$ cat src/rtl/dga_gain_defines.svh
// Constants of the gain-control front end: frame layout, codes, step sizes.
// Assumes inclusion by bare name from the package and design file.
`ifndef DGA_GAIN_DEFINES_SVH
`define DGA_GAIN_DEFINES_SVH

`define FRAME_BITS 8
`define FRAME_RW_BIT 7
`define FRAME_STEP_HI 6
`define FRAME_STEP_LO 5
`define GAIN_W 5
`define GAIN_CODE_MAX 5'h15
`define GAIN_DB_AT_ZERO 6'sh0f
`define WORD_RESET 8'h00
`define STEP_CODE_1DB 2'h0
`define STEP_CODE_2DB 2'h1
`define STEP_CODE_4DB 2'h2
`define STEP_CODE_8DB 2'h3
`define STEP_1DB 5'h01
`define STEP_2DB 5'h02
`define STEP_4DB 5'h04
`define STEP_8DB 5'h08

`endif

$ cat src/rtl/dga_gain_pkg.sv
// Types shared by the gain-control front end.
// Assumes the defines header sits beside it.
`include "dga_gain_defines.svh"

package dga_gain_pkg;
  typedef enum logic [1:0] {
    ST_IDLE = 2'b00,
    ST_SHIFT_IN = 2'b01,
    ST_SHIFT_OUT = 2'b10
  } serial_state_e;
  typedef logic [`GAIN_W-1:0] gain_code_t;
endpackage

$ cat src/rtl/dga_gain_control_interface.sv
// Digital gain-control front end: parallel latch, 3-wire serial port,
// quick gain cut, power and performance controls.
// Assumes all pins are asynchronous to clk_sys_i and the serial clock is
// well below a quarter of the system clock rate.
// Behaviour
// RULE1: Select pin low takes gain from serial word, high from parallel pins.
// RULE2: Parallel mode gain word comes from the five gain-bit pins.
// RULE3: Hold pin low makes the parallel latch transparent, high holds it.
// RULE4: Transparent latch makes applied gain follow the pins continuously.
// RULE5: Holding latch keeps the captured gain, ignoring pin changes.
// RULE6: Serial port uses data pin, bit-four clock and bit-three select.
// RULE7: One eight-bit control word: read/write, two step bits, five gain.
// RULE8: Host writes with select low and exactly eight clock pulses.
// RULE9: Read bit high makes the device shift the word out on data.
// RULE10: After eight read clocks the port returns to write mode.
// RULE11: Quick cut lowers gain by a chosen step, not a new code.
// RULE12: Step bits 00,01,10,11 give 1,2,4,8 dB.
// RULE13: Serial mode bit-two pin high applies the step, low removes it.
// RULE14: Binary code 0 is 15 dB, each step down 1 dB, 21 is -6 dB.
// RULE15: Power-up pin high powers up, low powers down, in both modes.
// RULE16: Performance pin high selects low power, low high performance.
// RULE17: Shared pins route to parallel or serial use by select pin.
// RULE18: Frame is MSB first: read/write, steps, gain; sampled on rise.
// RULE19: Codes above the top code and deep cuts clamp at minimum gain.
// RULE20: Releasing the cut restores the stored gain without a new write.
`timescale 1ns/10ps
`include "dga_gain_defines.svh"

module dga_gain_control_interface
  import dga_gain_pkg::*;
(
  // System
  input wire logic clk_sys_i,
  input wire logic rst_n_i,
  // Mode and hold pins
  input wire logic interface_select_i,
  input wire logic hold_control_i,
  // Shared gain pins
  input wire logic gain_bit4_or_serial_clock_i,
  input wire logic gain_bit3_or_select_n_i,
  input wire logic gain_bit2_or_quick_cut_i,
  input wire logic gain_bit1_i,
  input wire logic gain_bit0_i,
  // Serial data pin
  input wire logic serial_data_i,
  output logic serial_data_o,
  output logic serial_data_oe_o,
  // Power pins
  input wire logic power_up_control_i,
  input wire logic performance_select_i,
  // Applied state
  output logic [`GAIN_W-1:0] gain_code_o,
  output logic signed [5:0] gain_db_o,
  output logic [7:0] control_word_o,
  output logic powered_up_o,
  output logic low_power_o
);

  localparam int NSYNC = 9;

  logic [NSYNC-1:0] meta_q;
  logic [NSYNC-1:0] sync_q;
  logic mode_par, hold, sclk, cs_n, b2, b1, b0, sdi, pwr, perf;
  logic sclk_prev_q;
  logic sclk_rise, sclk_fall;
  serial_state_e state_q;
  logic [2:0] bit_cnt_q;
  logic [7:0] shift_q;
  logic [7:0] word_q;
  gain_code_t latch_q;
  gain_code_t par_gain, base_gain, step, cut_gain, applied;
  logic [5:0] cut_sum;
  logic port_off, last_bit, read_req;

  // Two-stage synchronisers for every pin but the performance pin
  always_ff @(posedge clk_sys_i) begin
    if (!rst_n_i) begin
      meta_q <= '0;
      sync_q <= '0;
    end else begin
      meta_q <= {interface_select_i, hold_control_i,
                 gain_bit4_or_serial_clock_i, gain_bit3_or_select_n_i,
                 gain_bit2_or_quick_cut_i, gain_bit1_i, gain_bit0_i,
                 serial_data_i, power_up_control_i};
      sync_q <= meta_q;
    end
  end

  assign mode_par = sync_q[8];
  assign hold = sync_q[7];
  assign sclk = sync_q[6]; // [RULE6]
  assign cs_n = sync_q[5];
  assign b2 = sync_q[4];
  assign b1 = sync_q[3];
  assign b0 = sync_q[2];
  assign sdi = sync_q[1];
  assign pwr = sync_q[0];

  // Performance pin has its own synchroniser pair
  logic perf_meta_q, perf_q;
  always_ff @(posedge clk_sys_i) begin
    if (!rst_n_i) begin
      perf_meta_q <= 1'b0;
      perf_q <= 1'b0;
    end else begin
      perf_meta_q <= performance_select_i;
      perf_q <= perf_meta_q;
    end
  end
  assign perf = perf_q;

  // Serial clock edge detection
  always_ff @(posedge clk_sys_i) begin
    if (!rst_n_i) begin
      sclk_prev_q <= 1'b0;
    end else begin
      sclk_prev_q <= sclk;
    end
  end
  assign sclk_rise = sclk & ~sclk_prev_q; // [RULE18]
  assign sclk_fall = ~sclk & sclk_prev_q;

  // Serial pins only act in serial mode with select low
  assign port_off = mode_par || cs_n; // [RULE17]
  assign last_bit = sclk_rise && (bit_cnt_q == 3'h7);
  // Read bit sits in shift_q[6] just before the eighth bit arrives
  assign read_req = (state_q == ST_SHIFT_IN) && shift_q[6]; // [RULE9]

  // Frame state
  always_ff @(posedge clk_sys_i) begin
    if (!rst_n_i) begin
      state_q <= ST_IDLE;
    end else if (port_off) begin
      state_q <= ST_IDLE;
    end else begin
      unique case (state_q)
        ST_IDLE, ST_SHIFT_IN: begin
          if (last_bit) begin
            state_q <= read_req ? ST_SHIFT_OUT : ST_IDLE;
          end else if (sclk_rise) begin
            state_q <= ST_SHIFT_IN; // [RULE8]
          end
        end
        ST_SHIFT_OUT: begin
          if (last_bit) begin
            state_q <= ST_IDLE; // [RULE10]
          end
        end
        default: begin
          state_q <= ST_IDLE;
        end
      endcase
    end
  end

  // Bit counter; a deselect aborts a frame with no partial write
  always_ff @(posedge clk_sys_i) begin
    if (!rst_n_i) begin
      bit_cnt_q <= 3'h0;
    end else if (port_off) begin
      bit_cnt_q <= 3'h0;
    end else if (sclk_rise) begin
      bit_cnt_q <= bit_cnt_q + 3'h1;
    end
  end

  // Shift register: bits in during a request, stored word out on a read
  always_ff @(posedge clk_sys_i) begin
    if (!rst_n_i) begin
      shift_q <= 8'h00;
    end else if (!port_off && sclk_rise) begin
      if (state_q == ST_SHIFT_OUT) begin
        shift_q <= {shift_q[6:0], 1'b0};
      end else if (last_bit && read_req) begin
        shift_q <= word_q; // [RULE9]
      end else begin
        shift_q <= {shift_q[6:0], sdi}; // [RULE18]
      end
    end
  end

  // Stored control word, loaded at the eighth bit of a write
  always_ff @(posedge clk_sys_i) begin
    if (!rst_n_i) begin
      word_q <= `WORD_RESET;
    end else if (!port_off && last_bit && !read_req &&
                 state_q != ST_SHIFT_OUT) begin
      word_q <= {shift_q[6:0], sdi}; // [RULE7]
    end
  end

  // Data pin enable: the device drives only during readout
  always_ff @(posedge clk_sys_i) begin
    if (!rst_n_i) begin
      serial_data_oe_o <= 1'b0;
    end else begin
      serial_data_oe_o <= (state_q == ST_SHIFT_OUT) && !port_off;
    end
  end

  // Data pin value changes while the serial clock is low
  always_ff @(posedge clk_sys_i) begin
    if (!rst_n_i) begin
      serial_data_o <= 1'b0;
    end else if (state_q == ST_SHIFT_OUT && (sclk_fall || !sclk)) begin
      serial_data_o <= shift_q[7]; // [RULE9]
    end else if (state_q != ST_SHIFT_OUT) begin
      serial_data_o <= 1'b0;
    end
  end

  // Parallel input latch
  assign par_gain = {sclk, cs_n, b2, b1, b0}; // [RULE2]
  always_ff @(posedge clk_sys_i) begin
    if (!rst_n_i) begin
      latch_q <= '0;
    end else if (!hold) begin // [RULE3]
      latch_q <= par_gain; // [RULE4]
    end
  end

  // Gain selection and quick cut
  always_comb begin
    unique case (word_q[`FRAME_STEP_HI:`FRAME_STEP_LO]) // [RULE12]
      `STEP_CODE_1DB: step = `STEP_1DB;
      `STEP_CODE_2DB: step = `STEP_2DB;
      `STEP_CODE_4DB: step = `STEP_4DB;
      `STEP_CODE_8DB: step = `STEP_8DB;
    endcase
  end

  // Gain source by mode; in parallel mode the held value is used while hold is high
  always_comb begin
    if (!mode_par) begin
      base_gain = word_q[`GAIN_W-1:0]; // [RULE1]
    end else if (hold) begin
      base_gain = latch_q; // [RULE5]
    end else begin
      base_gain = par_gain; // [RULE4]
    end
  end

  // Higher code means less gain, so a cut adds to the code [RULE11]
  assign cut_sum = {1'b0, base_gain} + {1'b0, step};

  // A cut past the top code stops at minimum gain
  always_comb begin
    if (cut_sum > {1'b0, `GAIN_CODE_MAX}) begin
      cut_gain = `GAIN_CODE_MAX; // [RULE19]
    end else begin
      cut_gain = cut_sum[`GAIN_W-1:0];
    end
  end

  always_comb begin
    if (!mode_par && b2) begin // [RULE13]
      applied = cut_gain;
    end else if (base_gain > `GAIN_CODE_MAX) begin
      applied = `GAIN_CODE_MAX; // [RULE19]
    end else begin
      applied = base_gain; // [RULE20]
    end
  end

  // Applied gain code
  always_ff @(posedge clk_sys_i) begin
    if (!rst_n_i) begin
      gain_code_o <= '0;
    end else begin
      gain_code_o <= applied;
    end
  end

  // Applied gain in dB, from the same code in the same cycle
  always_ff @(posedge clk_sys_i) begin
    if (!rst_n_i) begin
      gain_db_o <= `GAIN_DB_AT_ZERO;
    end else begin
      gain_db_o <= `GAIN_DB_AT_ZERO - $signed({1'b0, applied}); // [RULE14]
    end
  end

  // Stored control word
  always_ff @(posedge clk_sys_i) begin
    if (!rst_n_i) begin
      control_word_o <= `WORD_RESET;
    end else begin
      control_word_o <= word_q;
    end
  end

  // Power state
  always_ff @(posedge clk_sys_i) begin
    if (!rst_n_i) begin
      powered_up_o <= 1'b0;
    end else begin
      powered_up_o <= pwr; // [RULE15]
    end
  end

  // Performance state
  always_ff @(posedge clk_sys_i) begin
    if (!rst_n_i) begin
      low_power_o <= 1'b0;
    end else begin
      low_power_o <= perf; // [RULE16]
    end
  end

endmodule

$ cat config.mk
export PLATFORM = sky130hd
export DESIGN_NAME = dga_gain_control_interface
export DESIGN_NICKNAME = d
export VERILOG_FILES = /design/src/rtl/dga_gain_pkg.sv /design/src/rtl/dga_gain_control_interface.sv
export VERILOG_INCLUDE_DIRS = /design/src /design/src/rtl
export SDC_FILE = /design/constraint.sdc
export NUM_CORES = 1
export LEC_CHECK = 0
export ABC_AREA = 1
export BUFFER_PORTS_ARGS = -buffer_cell sky130_fd_sc_hd__buf_2
export CAP_MARGIN = 20
export CORE_MARGIN = 5
export CORE_UTILIZATION = 29
export CTS_CLUSTER_DIAMETER = 80
export DETAILED_ROUTE_END_ITERATION = 12
export GPL_ROUTABILITY_DRIVEN = 0
export PLACE_DENSITY_LB_ADDON = 0.1
export SETUP_SLACK_MARGIN = 0.2
export SKIP_LAST_GASP = 1
export SYNTH_ARGS = -nofsm -noshare
export SYNTH_HDL_FRONTEND = slang
export SYNTH_SLANG_ARGS = --single-unit
$ cat constraint.sdc
create_clock -name clk_sys_i -period 2.8 [get_ports clk_sys_i]
set_input_delay 0.56 -clock clk_sys_i [delete_from_list [all_inputs] [get_ports clk_sys_i]]
set_output_delay 0.56 -clock clk_sys_i [all_outputs]
set_load 0.01 [all_outputs]
==> summary.md <==
| Metric | Value |
|---|---|
| Run status | finished clean |
| Max H-tree Level | 3 |
| Placed inst area | 0.00297 mm² |
| Post-synth top area share | between 50% and 60% |
| Psw | 0.466 mW |
| Syn Area/Cell | 7.68 µm² |
| Internal power | 1.65 mW |
| Die X | between 100 and 150 µm |
| Worst slew pin tran | 302 ps |
| VDD IR max | 0.237 mV |
| Share of cells above drive strength 1 | 17.3% |
| Final setup viols | 0 |
| Crit-path most repeated cell | nand2_1 |
| Worst Hold End | perf_meta_q |
| Reg-to-Reg Start | sync_q[7] |
| Vias in the first global route | between 1500 and 2000 |
| Via count of the routed design | roughly 2100 |
| Sequential power share | 47.7% |
| Power share of the clock group | 47.5% |
| Drt first pass iters | 6 |
| Wire length of the first global-routing pass | 9380 µm |
| Die Y | 107 µm |
| Reg2Reg Depth | 17 |
| GRT Total Usage | 10.5% |
| Initial antenna violation count | 0 |
| Arr. time, crit path | between 2000 and 3000 ps |
| Clk slew on worst S/H paths | 70 ps |
| P per Cell Area | 657 mW/mm² |
| CTS hold repair buffers | 0 |
| Slew HR | 79.3% |
| Most frequent cell after synthesis | nand2_1 |
| Crit-path max FO | 6 |
| Final wirelength | 5520 µm |
| CTS buffer count | 9 |
| Asr flop ratio synth | 0% |
| Final worst path period share | 82.0% |
| I/O Pins | 35 |
| Worst setup SP type | register |
| Hold Vio Cnt, Final | 0 |
| Min Hold Slack | 395 ps |
| Clock Sink Count | between 60 and 70 |
| Largest net degree at the start of global routing | 24 |
| Worst hold start | performance_select_i |
| Clock skew | around 10 ps |
| DRT antenna net count | 0 |
| Post-synth EDFFs | 0 |
| Largest stage delay on the critical path | 440 ps |
| Net Sw Frac | 22.0% |
| Leakage | 1.71 nW |
| FMAX | 436 MHz |
| Design Area, Final | 0.00322 mm² |
| Reg2Reg Setup Slack | between 500 and 600 ps |
| DRC | 0 |
| Clk root buf | clkbuf_8 |
| Logic gate share of total power | 4.9% |
| Family with the most delay on the worst path | simple AND/OR/NAND/NOR gates |
| Post-cts resize count | 0 |
| Buffers & Inverters on Critical Path | 4 |
| CP Depth | 17 |
| R2r endpoint | gain_code_o[1] |
| Max-slew violations | 0 |
| Syn Nets | 372 |
| Clock Path Buffers | 2 |
| Worst EP required | 3040 ps |
| Setup TNS | 0 ps |
| Pre-CTS worst setup slack | 517 ps |
| Post-Syn Instances | 353 |
| Final WS setup | 504 ps |
| Row count | 35 |
| Routed len/inst | 10.9 µm |
| WS Path Type | register to register |
| #FFs+latches synth | 68 |
| Synth Cell Area | 0.00271 mm² |
| Detail Placement HPWL | 3850 µm |
| Vias per cell | about 4.2 |
| Main synth FF type | dfxtp_1 |
| Number of DRC markers in iteration 0 | 76 |
| Skew-Pair Late Insertion Delay | roughly 340 ps |
| Period minus WS final | 2300 ps |
| Largest area contributor in the netlist | dfxtp_1 |
| Unrepaired setup endpoints after global routing | no |
| Fin nets | 408 |
| Post CTS Setup Buffer Count | 0 |
| Initial Util | 29.5% |
| Ranking of synthesized cells by area | dfxtp_1 (50%), nand2_1 (13%), inv_1 (9.0%) |
| Slowest-stage cell, CP | dfxtp_1 |
| Core Area | roughly 0.0092 mm² |
| CTS tree | done |
| CP cell instances | mux2i_1 > nand2_1 > o21ai_0 > inv_1 > ha_1 > inv_1 > fa_1 > nor2_1 > inv_1 > nand2_1 > nand2_1 > nand2_1 > nand2_1 > nand3_1 > nand2_1 > inv_1 > nor2_1 |
| Max-Cap Viols | 0 |
| Port bufs | 34 |
| Hold WC Path Type | primary input to register |
| YS warnings | 0 |
| ANT cells | 0 |
| Die ar. | 0.0114 mm² |
| CP endpoint kind | register |
| Total grt overflow | 0 |
| Post-layout util | 35.0% |
| Layout fillers | 1011 |
| Register area share after synthesis | about 50% |
| Hold path cells | 3 |
| Post-synthesis cell type count | 28 |
| Area delta synth->final | 18.8% |
| Synth top cells by count | nand2_1 (94), dfxtp_1 (68), inv_1 (65) |
through the flow:
stage	cells	total power [mW]
3_5_place_dp	489	1.14
5_1_grt	505	2.22
6_report	505	2.12
2_1_floorplan	353	1.10
3_3_place_gp	489	1.14
4_1_cts	505	2.16
worst max-delay path by stage:
stage / start / slack, ps / end
floorplan: sync_q[7] / 720 / gain_code_o[1]
global placement: sync_q[7] / 550 / gain_code_o[1]
detailed placement: sync_q[7] / 520 / gain_db_o[3]
CTS: sync_q[7] / 520 / gain_db_o[3]
global route: sync_q[7] / 240 / gain_code_o[1]
finish: sync_q[7] / 500 / gain_code_o[1]
power groups by stage:
| stage | registers (mW) | logic [mW] | clock network [mW] |
|---|---|---|---|
| 2_1_floorplan | 1.03 | 0.0738 | 0 |
| 3_3_place_gp | 1.03 | 0.105 | 0 |
| 3_5_place_dp | 1.03 | 0.106 | 0 |
| 4_1_cts | 1.01 | 0.106 | 1.04 |
| 5_1_grt | 1.01 | 0.122 | 1.09 |
| 6_report | 1.01 | 0.104 | 1.00 |
metal layers:
| layer | share of wire [%] | wire, µm | up-vias | GRT usage [%] |
|---|---|---|---|---|
| li1 | - | - | 1144 | - |
| met1 | 50 | 2770 | 927 | 13.8 |
| met2 | 44 | 2410 | 35 | 16.0 |
| met3 | 4.1 | 227 | 13 | 2.77 |
| met4 | 2.0 | 110 | 0 | 5.21 |
| met5 | 0 | 0 | - | 0 |
worst register-to-register path, stage by stage, from the launching register on:
cell,delay [ps]
dfxtp_1,440
mux2i_1,140
nand2_1,70
o21ai_0,110
inv_1,80
ha_1,160
inv_1,50
fa_1,400
nor2_1,170
inv_1,60
nand2_1,50
nand2_1,50
nand2_1,80
nand2_1,100
nand3_1,90
nand2_1,70
inv_1,50
nor2_1,30
cells in the final DEF, fill, tap and decap left out, drive strengths merged:
master and count:
a2111oi 1, a21oi 14, buf 36, bufinv 3, clkbuf 10, clkinv 3, clkinvlp 1, dfxtp 68
fa 1, ha 6, inv 70, mux2i 1, nand2 97, nand3 24, nand4 1, nor2 30
nor4 1, o211ai 8, o21a 1, o21ai 15, or2 2, xnor2 1
final cells by class:
| cell class | count | area, µm² | share of cell area [%] |
|---|---|---|---|
| Clock buffer | 10 | 138 | 4.27 |
| Clock inverter | 6 | 111 | 3.46 |
| Inverter | 71 | 268 | 8.31 |
| Multi-Input combinational cell | 203 | 1020 | 31.6 |
| Sequential cell | 68 | 1360 | 42.3 |
| Tap cell | 111 | 139 | 4.31 |
| Timing Repair Buffer | 36 | 185 | 5.75 |
cells by family after synthesis:
family          count (synthesis)  synth area share [%]
compound gates                 39                  8.54
xor+xnor                        1                 0.323
fa+ha+maj                       7                  3.51
buf+inv                        82                  12.2
flops                          68                  50.2
mux                             1                 0.369
simple gates                  155                  24.8
state kept, by name (all words and copies together), names as in the netlist, 2 cells and up:
name            flops
state_q             2
latch_q             5
shift_q             8
gain_db_o           5
control_word_o      8
word_q              8
meta_q              9
bit_cnt_q           3
sync_q              9
gain_code_o         4
Power figures use the tool's default switching activity.
